--- src/rtl/irq_pkg.sv ---
// Package: register map, field positions and event carriers of the interrupt block
package irq_pkg;
  // =====================================================================
  // Register indices (byte address is four times the index)
  localparam logic [7:0] IDX_ERR_WAKE_MASK  = 8'h18;
  localparam logic [7:0] IDX_PT_MASK        = 8'h19;
  localparam logic [7:0] IDX_MAIN_STATUS    = 8'h1A;
  localparam logic [7:0] IDX_TIMER_STATUS   = 8'h1B;
  localparam logic [7:0] IDX_ERR_STATUS     = 8'h1C;
  localparam int         ADDR_W             = 12;
  localparam logic [7:0] MASK_RESET         = 8'h00;
  localparam logic [7:0] STATUS_RESET       = 8'h00;
  localparam logic [7:0] ERR_WAKE_MASK_BITS = 8'hFE;
  localparam logic [7:0] PT_MASK_BITS       = 8'hFB;
  localparam logic [1:0] RESP_OKAY          = 2'h0;
  localparam logic [1:0] RESP_SLVERR        = 2'h2;
  // =====================================================================
  // Main status bit positions
  localparam int MAIN_OSC   = 7;
  localparam int MAIN_WL    = 6;
  localparam int MAIN_RXS   = 5;
  localparam int MAIN_RXE   = 4;
  localparam int MAIN_TXE   = 3;
  localparam int MAIN_COL   = 2;
  localparam int MAIN_REST  = 1;
  // Timer and field status bit positions
  localparam int TMR_DCT    = 7;
  localparam int TMR_NRE    = 6;
  localparam int TMR_GPE    = 5;
  localparam int TMR_EON    = 4;
  localparam int TMR_EOF    = 3;
  localparam int TMR_CAC    = 2;
  localparam int TMR_CAT    = 1;
  localparam int TMR_NFCT   = 0;
  // Error and wake-up status / mask bit positions
  localparam int ERR_CRC    = 7;
  localparam int ERR_PAR    = 6;
  localparam int ERR_SOFT   = 5;
  localparam int ERR_HARD   = 4;
  localparam int ERR_WT     = 3;
  localparam int ERR_WAM    = 2;
  localparam int ERR_WPH    = 1;
  // Passive-target mask bit positions
  localparam int PT_PPON2   = 7;
  localparam int PT_SLWL    = 6;
  localparam int PT_APON    = 5;
  localparam int PT_RXE     = 4;
  localparam int PT_FAST    = 3;
  localparam int PT_STAR    = 1;
  localparam int PT_ACT     = 0;
  // =====================================================================
  // Event carriers
  typedef struct packed {
    logic rx_start;
    logic rx_end;
    logic tx_end;
    logic bit_collision;
    logic rx_restart;
  } main_evt_t;

  typedef struct packed {
    logic cmd_done;
    logic noresp_expired;
    logic gp_expired;
    logic ca_collision;
    logic guard_done;
    logic bitrate_found;
  } timer_evt_t;

  typedef struct packed {
    logic crc_error;
    logic parity_error;
    logic soft_framing;
    logic hard_framing;
    logic wake_timeout;
    logic amp_wake;
    logic phase_wake;
  } err_evt_t;
endpackage : irq_pkg

--- src/rtl/axil_port.sv ---
// AXI4-Lite slave front end: turns channel handshakes into access strobes
`timescale 1ns/1ps
module axil_port
  import irq_pkg::*;
(
  input  wire logic              aclk,
  input  wire logic              aresetn,
  input  wire logic [ADDR_W-1:0] s_axi_awaddr,
  input  wire logic              s_axi_awvalid,
  output logic                   s_axi_awready,
  input  wire logic [31:0]       s_axi_wdata,
  input  wire logic [3:0]        s_axi_wstrb,
  input  wire logic              s_axi_wvalid,
  output logic                   s_axi_wready,
  output logic [1:0]             s_axi_bresp,
  output logic                   s_axi_bvalid,
  input  wire logic              s_axi_bready,
  input  wire logic [ADDR_W-1:0] s_axi_araddr,
  input  wire logic              s_axi_arvalid,
  output logic                   s_axi_arready,
  output logic [31:0]            s_axi_rdata,
  output logic [1:0]             s_axi_rresp,
  output logic                   s_axi_rvalid,
  input  wire logic              s_axi_rready,
  output logic                   wr_en,
  output logic [ADDR_W-1:0]      wr_addr,
  output logic [31:0]            wr_data,
  output logic [3:0]             wr_strb,
  input  wire logic              wr_err,
  output logic                   rd_en,
  output logic [ADDR_W-1:0]      rd_addr,
  input  wire logic [31:0]       rd_data,
  input  wire logic              rd_err
);
  // =====================================================================
  // Write path: address and data may arrive in either order
  logic              aw_held_r;
  logic              w_held_r;
  logic [ADDR_W-1:0] awaddr_r;
  logic [31:0]       wdata_r;
  logic [3:0]        wstrb_r;
  logic              bvalid_r;
  logic [1:0]        bresp_r;
  logic              rvalid_r;
  logic [1:0]        rresp_r;
  logic [31:0]       rdata_r;

  assign s_axi_awready = !aw_held_r && !bvalid_r;
  assign s_axi_wready  = !w_held_r && !bvalid_r;
  assign wr_addr = aw_held_r ? awaddr_r : s_axi_awaddr;
  assign wr_data = w_held_r ? wdata_r : s_axi_wdata;
  assign wr_strb = w_held_r ? wstrb_r : s_axi_wstrb;
  assign wr_en   = !bvalid_r && (aw_held_r || s_axi_awvalid) && (w_held_r || s_axi_wvalid);

  always_ff @(posedge aclk)
  begin
    if (!aresetn)
    begin
      aw_held_r <= 1'b0;
      w_held_r  <= 1'b0;
      awaddr_r  <= '0;
      wdata_r   <= '0;
      wstrb_r   <= '0;
    end
    else if (wr_en)
    begin
      aw_held_r <= 1'b0;
      w_held_r  <= 1'b0;
    end
    else
    begin
      if (s_axi_awvalid && s_axi_awready)
      begin
        aw_held_r <= 1'b1;
        awaddr_r  <= s_axi_awaddr;
      end
      if (s_axi_wvalid && s_axi_wready)
      begin
        w_held_r <= 1'b1;
        wdata_r  <= s_axi_wdata;
        wstrb_r  <= s_axi_wstrb;
      end
    end
  end

  always_ff @(posedge aclk)
  begin
    if (!aresetn)
    begin
      bvalid_r <= 1'b0;
      bresp_r  <= RESP_OKAY;
    end
    else if (wr_en)
    begin
      bvalid_r <= 1'b1;
      bresp_r  <= wr_err ? RESP_SLVERR : RESP_OKAY;
    end
    else if (s_axi_bready)
      bvalid_r <= 1'b0;
  end

  // =====================================================================
  // Read path: one cycle from address handshake to data
  assign s_axi_arready = !rvalid_r;
  assign rd_en   = s_axi_arvalid && !rvalid_r;
  assign rd_addr = s_axi_araddr;

  always_ff @(posedge aclk)
  begin
    if (!aresetn)
    begin
      rvalid_r <= 1'b0;
      rresp_r  <= RESP_OKAY;
      rdata_r  <= '0;
    end
    else if (rd_en)
    begin
      rvalid_r <= 1'b1;
      rresp_r  <= rd_err ? RESP_SLVERR : RESP_OKAY;
      rdata_r  <= rd_data;
    end
    else if (s_axi_rready)
      rvalid_r <= 1'b0;
  end

  assign s_axi_bvalid = bvalid_r;
  assign s_axi_bresp  = bresp_r;
  assign s_axi_rvalid = rvalid_r;
  assign s_axi_rresp  = rresp_r;
  assign s_axi_rdata  = rdata_r;
endmodule : axil_port

--- src/rtl/event_sticky.sv ---
// Sticky event flags with clear-on-read; a set in the clear cycle survives
`timescale 1ns/1ps
module event_sticky
  import irq_pkg::*;
#(
  parameter int W = 8
)
(
  input  wire logic         aclk,
  input  wire logic         aresetn,
  input  wire logic [W-1:0] set,
  input  wire logic         clr,
  output logic      [W-1:0] flags
);
  // =====================================================================
  // Flag storage
  logic [W-1:0] flags_r;

  initial
  begin
    if (W < 1)
      $error("event_sticky: width must be positive");
  end

  always_ff @(posedge aclk)
  begin
    if (!aresetn)
      flags_r <= '0;
    else if (clr)
      flags_r <= set;
    else
      flags_r <= flags_r | set;
  end

  assign flags = flags_r;
endmodule : event_sticky

--- src/rtl/irq_flags_top.sv ---
// Interrupt flags, masks and interrupt output of the reader front end
//
// Design decision made here: register access over AXI4-Lite.
`timescale 1ns/1ps
module irq_flags_top
  import irq_pkg::*;
#(
  parameter int COUNT_W  = 10,
  parameter int RX_LEVEL = 300,
  parameter int TX_LEVEL = 200
)
(
  input  wire logic               aclk,
  input  wire logic               aresetn,
  input  wire logic [ADDR_W-1:0]  s_axi_awaddr,
  input  wire logic               s_axi_awvalid,
  output logic                    s_axi_awready,
  input  wire logic [31:0]        s_axi_wdata,
  input  wire logic [3:0]         s_axi_wstrb,
  input  wire logic               s_axi_wvalid,
  output logic                    s_axi_wready,
  output logic [1:0]              s_axi_bresp,
  output logic                    s_axi_bvalid,
  input  wire logic               s_axi_bready,
  input  wire logic [ADDR_W-1:0]  s_axi_araddr,
  input  wire logic               s_axi_arvalid,
  output logic                    s_axi_arready,
  output logic [31:0]             s_axi_rdata,
  output logic [1:0]              s_axi_rresp,
  output logic                    s_axi_rvalid,
  input  wire logic               s_axi_rready,
  input  wire logic               osc_enable,
  input  wire logic               osc_stable,
  input  wire logic               rx_active,
  input  wire logic               tx_active,
  input  wire logic [COUNT_W-1:0] fifo_count,
  input  wire logic               field_above,
  input  wire logic               target_mode,
  input  wire logic               wake_every_timeout,
  input  wire main_evt_t          main_evt,
  input  wire timer_evt_t         timer_evt,
  input  wire err_evt_t           err_evt,
  input  wire logic [7:0]         main_mask,
  input  wire logic [7:0]         timer_mask,
  input  wire logic [7:0]         pt_flags,
  output logic [7:0]              error_wake_mask,
  output logic [7:0]              passive_target_mask,
  output logic                    irq
);
  // =====================================================================
  // Elaboration checks
  initial
  begin
    if (COUNT_W < 2 || COUNT_W > 16)
      $error("irq_flags_top: COUNT_W out of range");
    if (RX_LEVEL >= (1 << COUNT_W) || TX_LEVEL < 1)
      $error("irq_flags_top: FIFO levels do not fit the count");
  end

  localparam logic [COUNT_W-1:0] RX_LVL = COUNT_W'(RX_LEVEL);
  localparam logic [COUNT_W-1:0] TX_LVL = COUNT_W'(TX_LEVEL);

  // =====================================================================
  // Address decode
  typedef enum {
    SEL_NONE,
    SEL_EW_MASK,
    SEL_PT_MASK,
    SEL_MAIN,
    SEL_TIMER,
    SEL_ERR
  } reg_sel_t;

  function automatic reg_sel_t decode(input logic [ADDR_W-1:0] addr);
    reg_sel_t sel;
    sel = SEL_NONE;
    if (addr[1:0] == 2'h0)
    begin
      if (addr[ADDR_W-1:2] == (ADDR_W-2)'(IDX_ERR_WAKE_MASK))
        sel = SEL_EW_MASK;
      else if (addr[ADDR_W-1:2] == (ADDR_W-2)'(IDX_PT_MASK))
        sel = SEL_PT_MASK;
      else if (addr[ADDR_W-1:2] == (ADDR_W-2)'(IDX_MAIN_STATUS))
        sel = SEL_MAIN;
      else if (addr[ADDR_W-1:2] == (ADDR_W-2)'(IDX_TIMER_STATUS))
        sel = SEL_TIMER;
      else if (addr[ADDR_W-1:2] == (ADDR_W-2)'(IDX_ERR_STATUS))
        sel = SEL_ERR;
    end
    return sel;
  endfunction : decode

  // =====================================================================
  // Bus front end
  logic              wr_en;
  logic [ADDR_W-1:0] wr_addr;
  logic [31:0]       wr_data;
  logic [3:0]        wr_strb;
  logic              wr_err;
  logic              rd_en;
  logic [ADDR_W-1:0] rd_addr;
  logic [31:0]       rd_data;
  logic              rd_err;
  reg_sel_t          wr_sel;
  reg_sel_t          rd_sel;

  axil_port u_port (
    .aclk          (aclk),
    .aresetn       (aresetn),
    .s_axi_awaddr  (s_axi_awaddr),
    .s_axi_awvalid (s_axi_awvalid),
    .s_axi_awready (s_axi_awready),
    .s_axi_wdata   (s_axi_wdata),
    .s_axi_wstrb   (s_axi_wstrb),
    .s_axi_wvalid  (s_axi_wvalid),
    .s_axi_wready  (s_axi_wready),
    .s_axi_bresp   (s_axi_bresp),
    .s_axi_bvalid  (s_axi_bvalid),
    .s_axi_bready  (s_axi_bready),
    .s_axi_araddr  (s_axi_araddr),
    .s_axi_arvalid (s_axi_arvalid),
    .s_axi_arready (s_axi_arready),
    .s_axi_rdata   (s_axi_rdata),
    .s_axi_rresp   (s_axi_rresp),
    .s_axi_rvalid  (s_axi_rvalid),
    .s_axi_rready  (s_axi_rready),
    .wr_en         (wr_en),
    .wr_addr       (wr_addr),
    .wr_data       (wr_data),
    .wr_strb       (wr_strb),
    .wr_err        (wr_err),
    .rd_en         (rd_en),
    .rd_addr       (rd_addr),
    .rd_data       (rd_data),
    .rd_err        (rd_err)
  );

  assign wr_sel = decode(wr_addr);
  assign rd_sel = decode(rd_addr);
  assign wr_err = (wr_sel == SEL_NONE);
  assign rd_err = (rd_sel == SEL_NONE);

  // =====================================================================
  // Mask registers
  logic [7:0] ew_mask_r;
  logic [7:0] pt_mask_r;

  always_ff @(posedge aclk)
  begin
    if (!aresetn)
      ew_mask_r <= MASK_RESET;
    else if (wr_en && wr_strb[0] && wr_sel == SEL_EW_MASK)
      ew_mask_r <= wr_data[7:0] & ERR_WAKE_MASK_BITS;
  end

  always_ff @(posedge aclk)
  begin
    if (!aresetn)
      pt_mask_r <= MASK_RESET;
    else if (wr_en && wr_strb[0] && wr_sel == SEL_PT_MASK)
      pt_mask_r <= wr_data[7:0] & PT_MASK_BITS;
  end

  assign error_wake_mask     = ew_mask_r;
  assign passive_target_mask = pt_mask_r;

  // =====================================================================
  // Level inputs turned into one-cycle events
  logic osc_prev_r;
  logic level_prev_r;
  logic field_prev_r;
  logic level_cond;
  logic osc_set;
  logic level_set;
  logic field_rise;
  logic field_drop;

  // Both directions can hold at once only if the unit reports both
  assign level_cond = (rx_active && fifo_count > RX_LVL)
                   || (tx_active && fifo_count < TX_LVL);

  always_ff @(posedge aclk)
  begin
    if (!aresetn)
    begin
      osc_prev_r   <= 1'b0;
      level_prev_r <= 1'b0;
      field_prev_r <= 1'b0;
    end
    else
    begin
      osc_prev_r   <= osc_stable && osc_enable;
      level_prev_r <= level_cond;
      field_prev_r <= field_above;
    end
  end

  assign osc_set    = osc_enable && osc_stable && !osc_prev_r;
  assign level_set  = level_cond && !level_prev_r;
  assign field_rise = field_above && !field_prev_r;
  assign field_drop = !field_above && field_prev_r;

  // =====================================================================
  // Set vectors
  logic [7:0] main_set;
  logic [7:0] timer_set;
  logic [7:0] err_set;

  always_comb
  begin
    main_set            = '0;
    main_set[MAIN_OSC]  = osc_set;
    main_set[MAIN_WL]   = level_set;
    main_set[MAIN_RXS]  = main_evt.rx_start;
    main_set[MAIN_RXE]  = main_evt.rx_end;
    main_set[MAIN_TXE]  = main_evt.tx_end;
    main_set[MAIN_COL]  = main_evt.bit_collision;
    main_set[MAIN_REST] = main_evt.rx_restart;
  end

  always_comb
  begin
    timer_set           = '0;
    timer_set[TMR_DCT]  = timer_evt.cmd_done;
    timer_set[TMR_NRE]  = timer_evt.noresp_expired;
    timer_set[TMR_GPE]  = timer_evt.gp_expired;
    timer_set[TMR_EON]  = field_rise;
    timer_set[TMR_EOF]  = field_drop;
    timer_set[TMR_CAC]  = timer_evt.ca_collision;
    timer_set[TMR_CAT]  = timer_evt.guard_done;
    timer_set[TMR_NFCT] = target_mode && timer_evt.bitrate_found;
  end

  always_comb
  begin
    err_set           = '0;
    err_set[ERR_CRC]  = err_evt.crc_error;
    err_set[ERR_PAR]  = err_evt.parity_error;
    err_set[ERR_SOFT] = err_evt.soft_framing;
    err_set[ERR_HARD] = err_evt.hard_framing;
    err_set[ERR_WT]   = wake_every_timeout && err_evt.wake_timeout;
    err_set[ERR_WAM]  = err_evt.amp_wake;
    err_set[ERR_WPH]  = err_evt.phase_wake;
  end

  // =====================================================================
  // Status flags; an event in the read cycle stays for the next read
  logic [7:0] main_flags;
  logic [7:0] timer_flags;
  logic [7:0] err_flags;
  logic       main_clr;
  logic       timer_clr;
  logic       err_clr;

  assign main_clr  = rd_en && rd_sel == SEL_MAIN;
  assign timer_clr = rd_en && rd_sel == SEL_TIMER;
  assign err_clr   = rd_en && rd_sel == SEL_ERR;

  event_sticky #(.W(8)) u_main (
    .aclk    (aclk),
    .aresetn (aresetn),
    .set     (main_set),
    .clr     (main_clr),
    .flags   (main_flags)
  );

  event_sticky #(.W(8)) u_timer (
    .aclk    (aclk),
    .aresetn (aresetn),
    .set     (timer_set),
    .clr     (timer_clr),
    .flags   (timer_flags)
  );

  event_sticky #(.W(8)) u_err (
    .aclk    (aclk),
    .aresetn (aresetn),
    .set     (err_set),
    .clr     (err_clr),
    .flags   (err_flags)
  );

  // =====================================================================
  // Read multiplexer; value is captured before the clear lands
  always_comb
  begin
    rd_data = '0;
    unique case (rd_sel)
      SEL_EW_MASK: rd_data[7:0] = ew_mask_r;
      SEL_PT_MASK: rd_data[7:0] = pt_mask_r;
      SEL_MAIN:    rd_data[7:0] = main_flags;
      SEL_TIMER:   rd_data[7:0] = timer_flags;
      SEL_ERR:     rd_data[7:0] = err_flags;
      SEL_NONE:    rd_data = '0;
    endcase
  end

  // =====================================================================
  // Interrupt output; one cycle behind the flags
  logic       irq_r;
  logic [7:0] main_pend;
  logic [7:0] timer_pend;
  logic [7:0] err_pend;
  logic [7:0] pt_pend;

  // Masked flags still read back; only the line is gated
  // Reserved passive-target bit never pends
  assign main_pend  = main_flags & ~main_mask;
  assign timer_pend = timer_flags & ~timer_mask;
  assign err_pend   = err_flags & ~ew_mask_r;
  assign pt_pend    = pt_flags & ~pt_mask_r & PT_MASK_BITS;

  // Registered so the host sees a glitch-free line
  always_ff @(posedge aclk)
  begin
    if (!aresetn)
      irq_r <= 1'b0;
    else
      irq_r <= |{main_pend, timer_pend, err_pend, pt_pend};
  end

  assign irq = irq_r;
endmodule : irq_flags_top

--- config.mk ---
export PLATFORM = sky130hd
export DESIGN_NAME = irq_flags_top
export DESIGN_NICKNAME = d
export VERILOG_FILES = /design/src/rtl/irq_pkg.sv /design/src/rtl/axil_port.sv /design/src/rtl/event_sticky.sv /design/src/rtl/irq_flags_top.sv
export SDC_FILE = /design/constraint.sdc
export NUM_CORES = 1
export LEC_CHECK = 0
export BUFFER_PORTS_ARGS = -buffer_cell sky130_fd_sc_hd__buf_2
export CAP_MARGIN = 0
export CORE_AREA = 4 4 97 99
export CTS_CLUSTER_SIZE = 30
export DETAILED_ROUTE_END_ITERATION = 6
export DIE_AREA = 0 0 101 103
export MAX_ROUTING_LAYER = met4
export PLACE_DENSITY = 0.86
export SKIP_CTS_REPAIR_TIMING = 1
export SYNTH_ARGS = -nofsm -noshare
export SYNTH_HDL_FRONTEND = slang
export SYNTH_SLANG_ARGS = --single-unit
--- constraint.sdc ---
create_clock -name aclk -period 2.65 [get_ports aclk]
set_input_delay 0.1325 -clock aclk [delete_from_list [all_inputs] [get_ports aclk]]
set_output_delay 0.1325 -clock aclk [all_outputs]
set_load 0.02 [all_outputs]
Word-level counts from Yosys, hierarchy flattened
Index checks and enable logic that the tools add are counted.

Register bits after elaboration: 79. Latch bits: 0. RAM bits: 0. ROM bits: 0. Output and inout bits: 58. Logic and storage cells: 127. Memories: 0.

Add/subtract/negate cells: 0. Multiply operators: 0. Divide/modulo/power cells: 0. Order comparisons: 2. Equality and inequality tests: 20. Shift operators: 0. Mux-type cells: 25. Bitwise operators: 13. Reduce and logical (&&, ||, !) cells: 46.

Operators by type and width (number): 32-bit by 3-bit == test with 1-bit output (second input constant) (4); 10-bit by 5-bit == test with 1-bit output (second input constant) (10); 32-bit by 2-bit == test with 1-bit output (second input constant) (3); 32-bit zero test (3); 32-bit by 4-bit == test with 1-bit output (second input constant) (2); 32-bit 2-to-1 mux (2); 8-bit one-hot mux with 6 select lines (1); 8-bit AND (4); 32-bit by 1-bit == test with 1-bit output (second input constant) (1); 8-bit 2-to-1 mux (4); 8-bit inverter (4); 31-bit OR reduction (1); 3-bit 2-to-1 mux (10); 8-bit bitwise OR (3); 1-bit logical AND (22); 12-bit 2-to-1 mux (1); 10-bit by 9-bit greater-than comparator with 1-bit output (second input constant) (1); 10-bit by 8-bit less-than comparator with 1-bit output (second input constant) (1); 1-bit zero test (8); 2-bit OR reduction (3); 1-bit 2-to-1 mux (5); 2-bit zero test (2); 2-bit 2-to-1 mux (2); 2-bit AND reduction (2); 3 further kinds (7).

Logic depth before layout (Yosys ltp)
Word-level depth: 10. Mapped depth: 6.

Modules after synthesis
A second synthesis with hierarchy kept.

Cells, all modules: 716. Area, all modules: 6354.8 um^2.

By module, submodules not included: axil_port (times used 1, cells an instance 448, area an instance 4042.6 um^2, sequential area each 1721.7 um^2); irq_flags_top (times used 1, cells an instance 193, area an instance 1486.4 um^2, sequential area each 360.3 um^2); event_sticky (times used 3, cells an instance 25, area an instance 275.3 um^2, sequential area each 160.2 um^2).

Worst setup path before layout
Ideal clock, no wire load.

Path type: register to register. Start point: reg u_port.aw_held_r. End point: reg ew_mask_r[2], in the netlist error_wake_mask[2]. Library setup time: 0.087 ns. Arrival: 1.749 ns. Required time: 2.563 ns. Path slack: 0.815 ns. Stages on the path, launching flop included: 6. Buffers on the path: 1. Period minus slack after synthesis: 1.835 ns. Cells stage by stage: dfxtp_1 > buf_6 > or4_4 > nor4_4 > o2111ai_4 > a221oi_2.

Cells in the longest elaborated chain, start to end: 10. Elaborated cells between the ends (all ways): 19.

Ends and longest elaborated chain: from (decl) (RTL line axil_port.sv:37) `logic aw_held_r;`; from (signal assigned) (RTL line axil_port.sv:59) `aw_held_r <= 1'b0;`; from (signal assigned) (RTL line axil_port.sv:67) `aw_held_r <= 1'b0;`; from (signal assigned) (RTL line axil_port.sv:74) `aw_held_r <= 1'b1;`; 12-bit 2-to-1 mux (RTL line axil_port.sv:50) `assign wr_addr = aw_held_r ? awaddr_r : s_axi_awaddr;`; 10-bit by 5-bit == test with 1-bit output (RTL line irq_flags_top.sv:87) `else if (addr[ADDR_W-1:2] == (ADDR_W-2)'(IDX_ERR_STATUS))`; 3-bit 2-to-1 mux (RTL line irq_flags_top.sv:87); 3-bit 2-to-1 mux (RTL line irq_flags_top.sv:85) `else if (addr[ADDR_W-1:2] == (ADDR_W-2)'(IDX_TIMER_STATUS))`; 3-bit 2-to-1 mux (RTL line irq_flags_top.sv:83) `else if (addr[ADDR_W-1:2] == (ADDR_W-2)'(IDX_MAIN_STATUS))`; 3-bit 2-to-1 mux (RTL line irq_flags_top.sv:81) `else if (addr[ADDR_W-1:2] == (ADDR_W-2)'(IDX_PT_MASK))`; 32-bit 2-to-1 mux (RTL line irq_flags_top.sv:79) `if (addr[ADDR_W-1:2] == (ADDR_W-2)'(IDX_ERR_WAKE_MASK))`; 32-bit 2-to-1 mux (RTL line irq_flags_top.sv:77) `if (addr[1:0] == 2'h0)`; 32-bit by 2-bit == test with 1-bit output (RTL line irq_flags_top.sv:152) `else if (wr_en && wr_strb[0] && wr_sel == SEL_EW_MASK)`; 1-bit logical AND (*) (RTL line irq_flags_top.sv:152); to (signal assigned) (RTL line irq_flags_top.sv:153) `ew_mask_r <= wr_data[7:0] & ERR_WAKE_MASK_BITS;`; to (decl) (RTL line irq_flags_top.sv:145) `logic [7:0] ew_mask_r;`.

Every way passes the cells marked *; elsewhere a longest branch is shown, timed or not. A chain may end at the register's enable or synchronous reset.

Final worst setup path
Same ends and word-level chain as after synthesis.

==> impl_results.md <==
- Share of layout cells above drive strength 1: 0.296
- Min Clock Period, post-route: 2.07 ns
- Max H-tree Level: 3
- Final net count: 699
- CTS Buf Count: 9
- CP required: 2.91 ns
- Avg Inst Size Synth: 8.63 um2
- Unique masters post-synth: 56
- GRT Residual Overflow: 0
- Initial antenna violation count: 0
- FFs w/ async S/R, synth: 0
- Met1 wire length: 4310 um
- Peak Freq: 0.484 GHz
- Routed WL: 10700 um
- Setup ws final: 0.583 ns
- Row count: 34
- CP peak stage delay: 0.44 ns
- DRT iter0 DRCs: 243
- PwrDens: 529 nW/um2
- Diodes inserted: 0
- WP data arrival: 2.32 ns
- Slew Viols, Final: 0
- First-pass GRT wire length: 16300 um
- Lkg Pwr: 2.27 nW
- Antenna Nets Post-Route: 0
- HPWL Detailed: 8380 um
- Design Power: 2.49 mW
- Main flop type after synthesis: dfxtp_1
- IO Port Bufs: 126
- Actual slew at the worst max-slew pin: 0.753 ns
- Reported max-cap violation count: 0
- Die W: 101 um
- Sequential share of the synthesized area: 0.380
- VDD IR max: 260 uV
- Pre-Repair DR Iteration Count: 5
- Most frequent cells in the layout: buf_2 (126), dfxtp_1 (75), inv_1 (41)
- Final hold viol count: 0
- Unrepaired setup endpoints after global routing: no
- Reg clk slew, reported paths: 0.08 ns
- Area growth from synthesis to layout: 19.1%
- Max layer used: met4
- Initial Utilization: 0.462
- Crit path capture type: flip-flop
- Number of remaining DRC errors: 0
- Worst Path Max Fanout: 10
- Setup TNS: 0 ns
- Post-synth EDFFs: 0
- Core area: 8550 um2
- CP Launch Type: flip-flop
- Max-slew headroom: 0.496
- Clk_lat worst skew: 0.34 ns
- GRT Resource Usage Total: 0.205
- DR vias: 3612
- Fin crit share: 0.780
- CP cell instances: buf_4 > or4_4 > nor4_4 > o2111ai_4 > a221oi_2
- # fillers: 787
- Slowest-stage cell, CP: or4_4
- Metal3 WL: 890 um
- WL/cell: 15.6 um
- Pin count of the biggest net entering global routing: 44
- Die ar.: 10400 um2
- Die height: 103 um
- Seq cells post-synth: 75
- Post-Syn Area: 3950 um2
- Final Non-Filler Cells: 686
- Syn Inst Count: 458
- Vias in the first global route: 3418
- Finish-stage setup viols: 0
- Drt via density: 5.27
- GPL Wtd Cong: 0.861
- Worst hold path class: input port to flip-flop
- Placed insts: 670
- Clock skew: 0.0107 ns
- CTS tree: built
- Status: finished, final reports clean
- CTS Root Cell: clkbuf_8
- Most common cell after layout, fill and taps aside: buf_2
- Kind of critical path: flip-flop to flip-flop
- Met2 wire length: 5290 um
- Worst slack at placement: 0.549 ns
- Clock buffer depth: 2
- Synthesis Warnings: 0
- I/O pin cnt: 184
- Clock sink count: 75
## layer usage
layer	track usage	vias to the layer above
met5	-	-
met4	0.0757	0
met3	0.0440	19
met2	0.343	175
met1	0.244	1659
li1	-	1759
## cell type report
class	count	area [um2]	area share
Multi-Input combinational cell	317	2070	0.440
Clock buffer	11	141	0.0300
Sequential cell	75	1500	0.319
Inverter	41	154	0.0327
Tap cell	108	135	0.0287
Clock inverter	5	52.6	0.0112
Timing Repair Buffer	129	653	0.139
## path summary, 6_finish.rpt
| check | startpoint | endpoint | slack (ns) | depth (start not counted) |
|---|---|---|---|---|
| setup reg to reg | u_port.aw_held_r$_SDFFE_PP0P_ | error_wake_mask[2]$_SDFFE_PN0P_ | 0.58 | 5 |
| hold reg to reg | u_port.s_axi_rdata[5]$_SDFFE_PN0P_ | u_port.s_axi_rdata[5]$_SDFFE_PN0P_ | 0.47 | 2 |
| setup / recovery | u_port.aw_held_r$_SDFFE_PP0P_ | error_wake_mask[2]$_SDFFE_PN0P_ | 0.58 | 5 |
| hold / removal | err_evt[4] | u_err.flags[5]$_SDFF_PN0_ | 0.02 | 3 |
## where the power goes
part | switching [mW] | leakage (nW) | internal [mW]
clock network | 0.419 | 0.0991 | 0.456
logic | 0.225 | 1.56 | 0.166
registers | 0.0464 | 0.615 | 1.18
total | 0.690 | 2.27 | 1.80
## through the flow
step                instance area (um2)  hold WS [ns]   util
floorplan                          4060         0.254      -
global placement                   4520         0.367  0.528
detailed placement                 4520         0.372  0.528
CTS                                4710       0.00545  0.551
global route                       4710        0.0179  0.551
finish                             4710        0.0199  0.551
## flip-flops by register name, indices dropped and copies added (netlist names)
register	count
u_err.flags	7
u_port.s_axi_bvalid	1
u_port.w_held_r	1
passive_target_mask	7
irq	1
u_port.wdata_r	8
osc_prev_r	1
level_prev_r	1
u_port.s_axi_rresp	1
u_port.aw_held_r	1
error_wake_mask	7
u_port.awaddr_r	12
field_prev_r	1
u_port.s_axi_rvalid	1
u_port.s_axi_rdata	8
u_main.flags	7
u_timer.flags	8
u_port.s_axi_bresp	1
u_port.wstrb_r	1
## Yosys cell counts (3+ instances only)
master,number,area share
dfxtp_1,75,0.38
mux2i_1,37,0.094
nor4_1,4,0.0063
or3_1,3,0.0047
o21a_1,3,0.0057
a211oi_1,5,0.0095
o2111ai_1,3,0.0066
o31ai_2,6,0.019
a21oi_1,35,0.044
o21ai_0,24,0.030
nor3_1,7,0.0089
o22ai_1,6,0.0095
mux2_2,8,0.023
nor2_1,32,0.030
inv_1,41,0.039
nand2b_1,19,0.030
clkbuf_1,18,0.017
nand3_1,5,0.0063
nand3b_1,15,0.028
and3_1,3,0.0047
o211ai_1,4,0.0076
nor2b_1,7,0.011
buf_4,28,0.053
nand2_1,31,0.029
## worst max-delay path: cells and delay by family (launching register included)
family | cells | cell delay [ns]
AOI/OAI and AO/OA | 2 | 0.62
buffers and inverters | 1 | 0.18
DFF | 1 | 0.33
and+or+nand+nor | 2 | 0.85
## cells by family (layout without fill, tap and decap cells)
logic type,after synthesis,in the layout,share of synthesized area
DFF,75,75,0.380
AOI/OAI and AO/OA,102,102,0.180
and+or+nand+nor,142,142,0.201
buffers and inverters,93,186,0.122
muxes,45,45,0.116
other,1,28,0.000948
(Power assumes the default switching activity.)
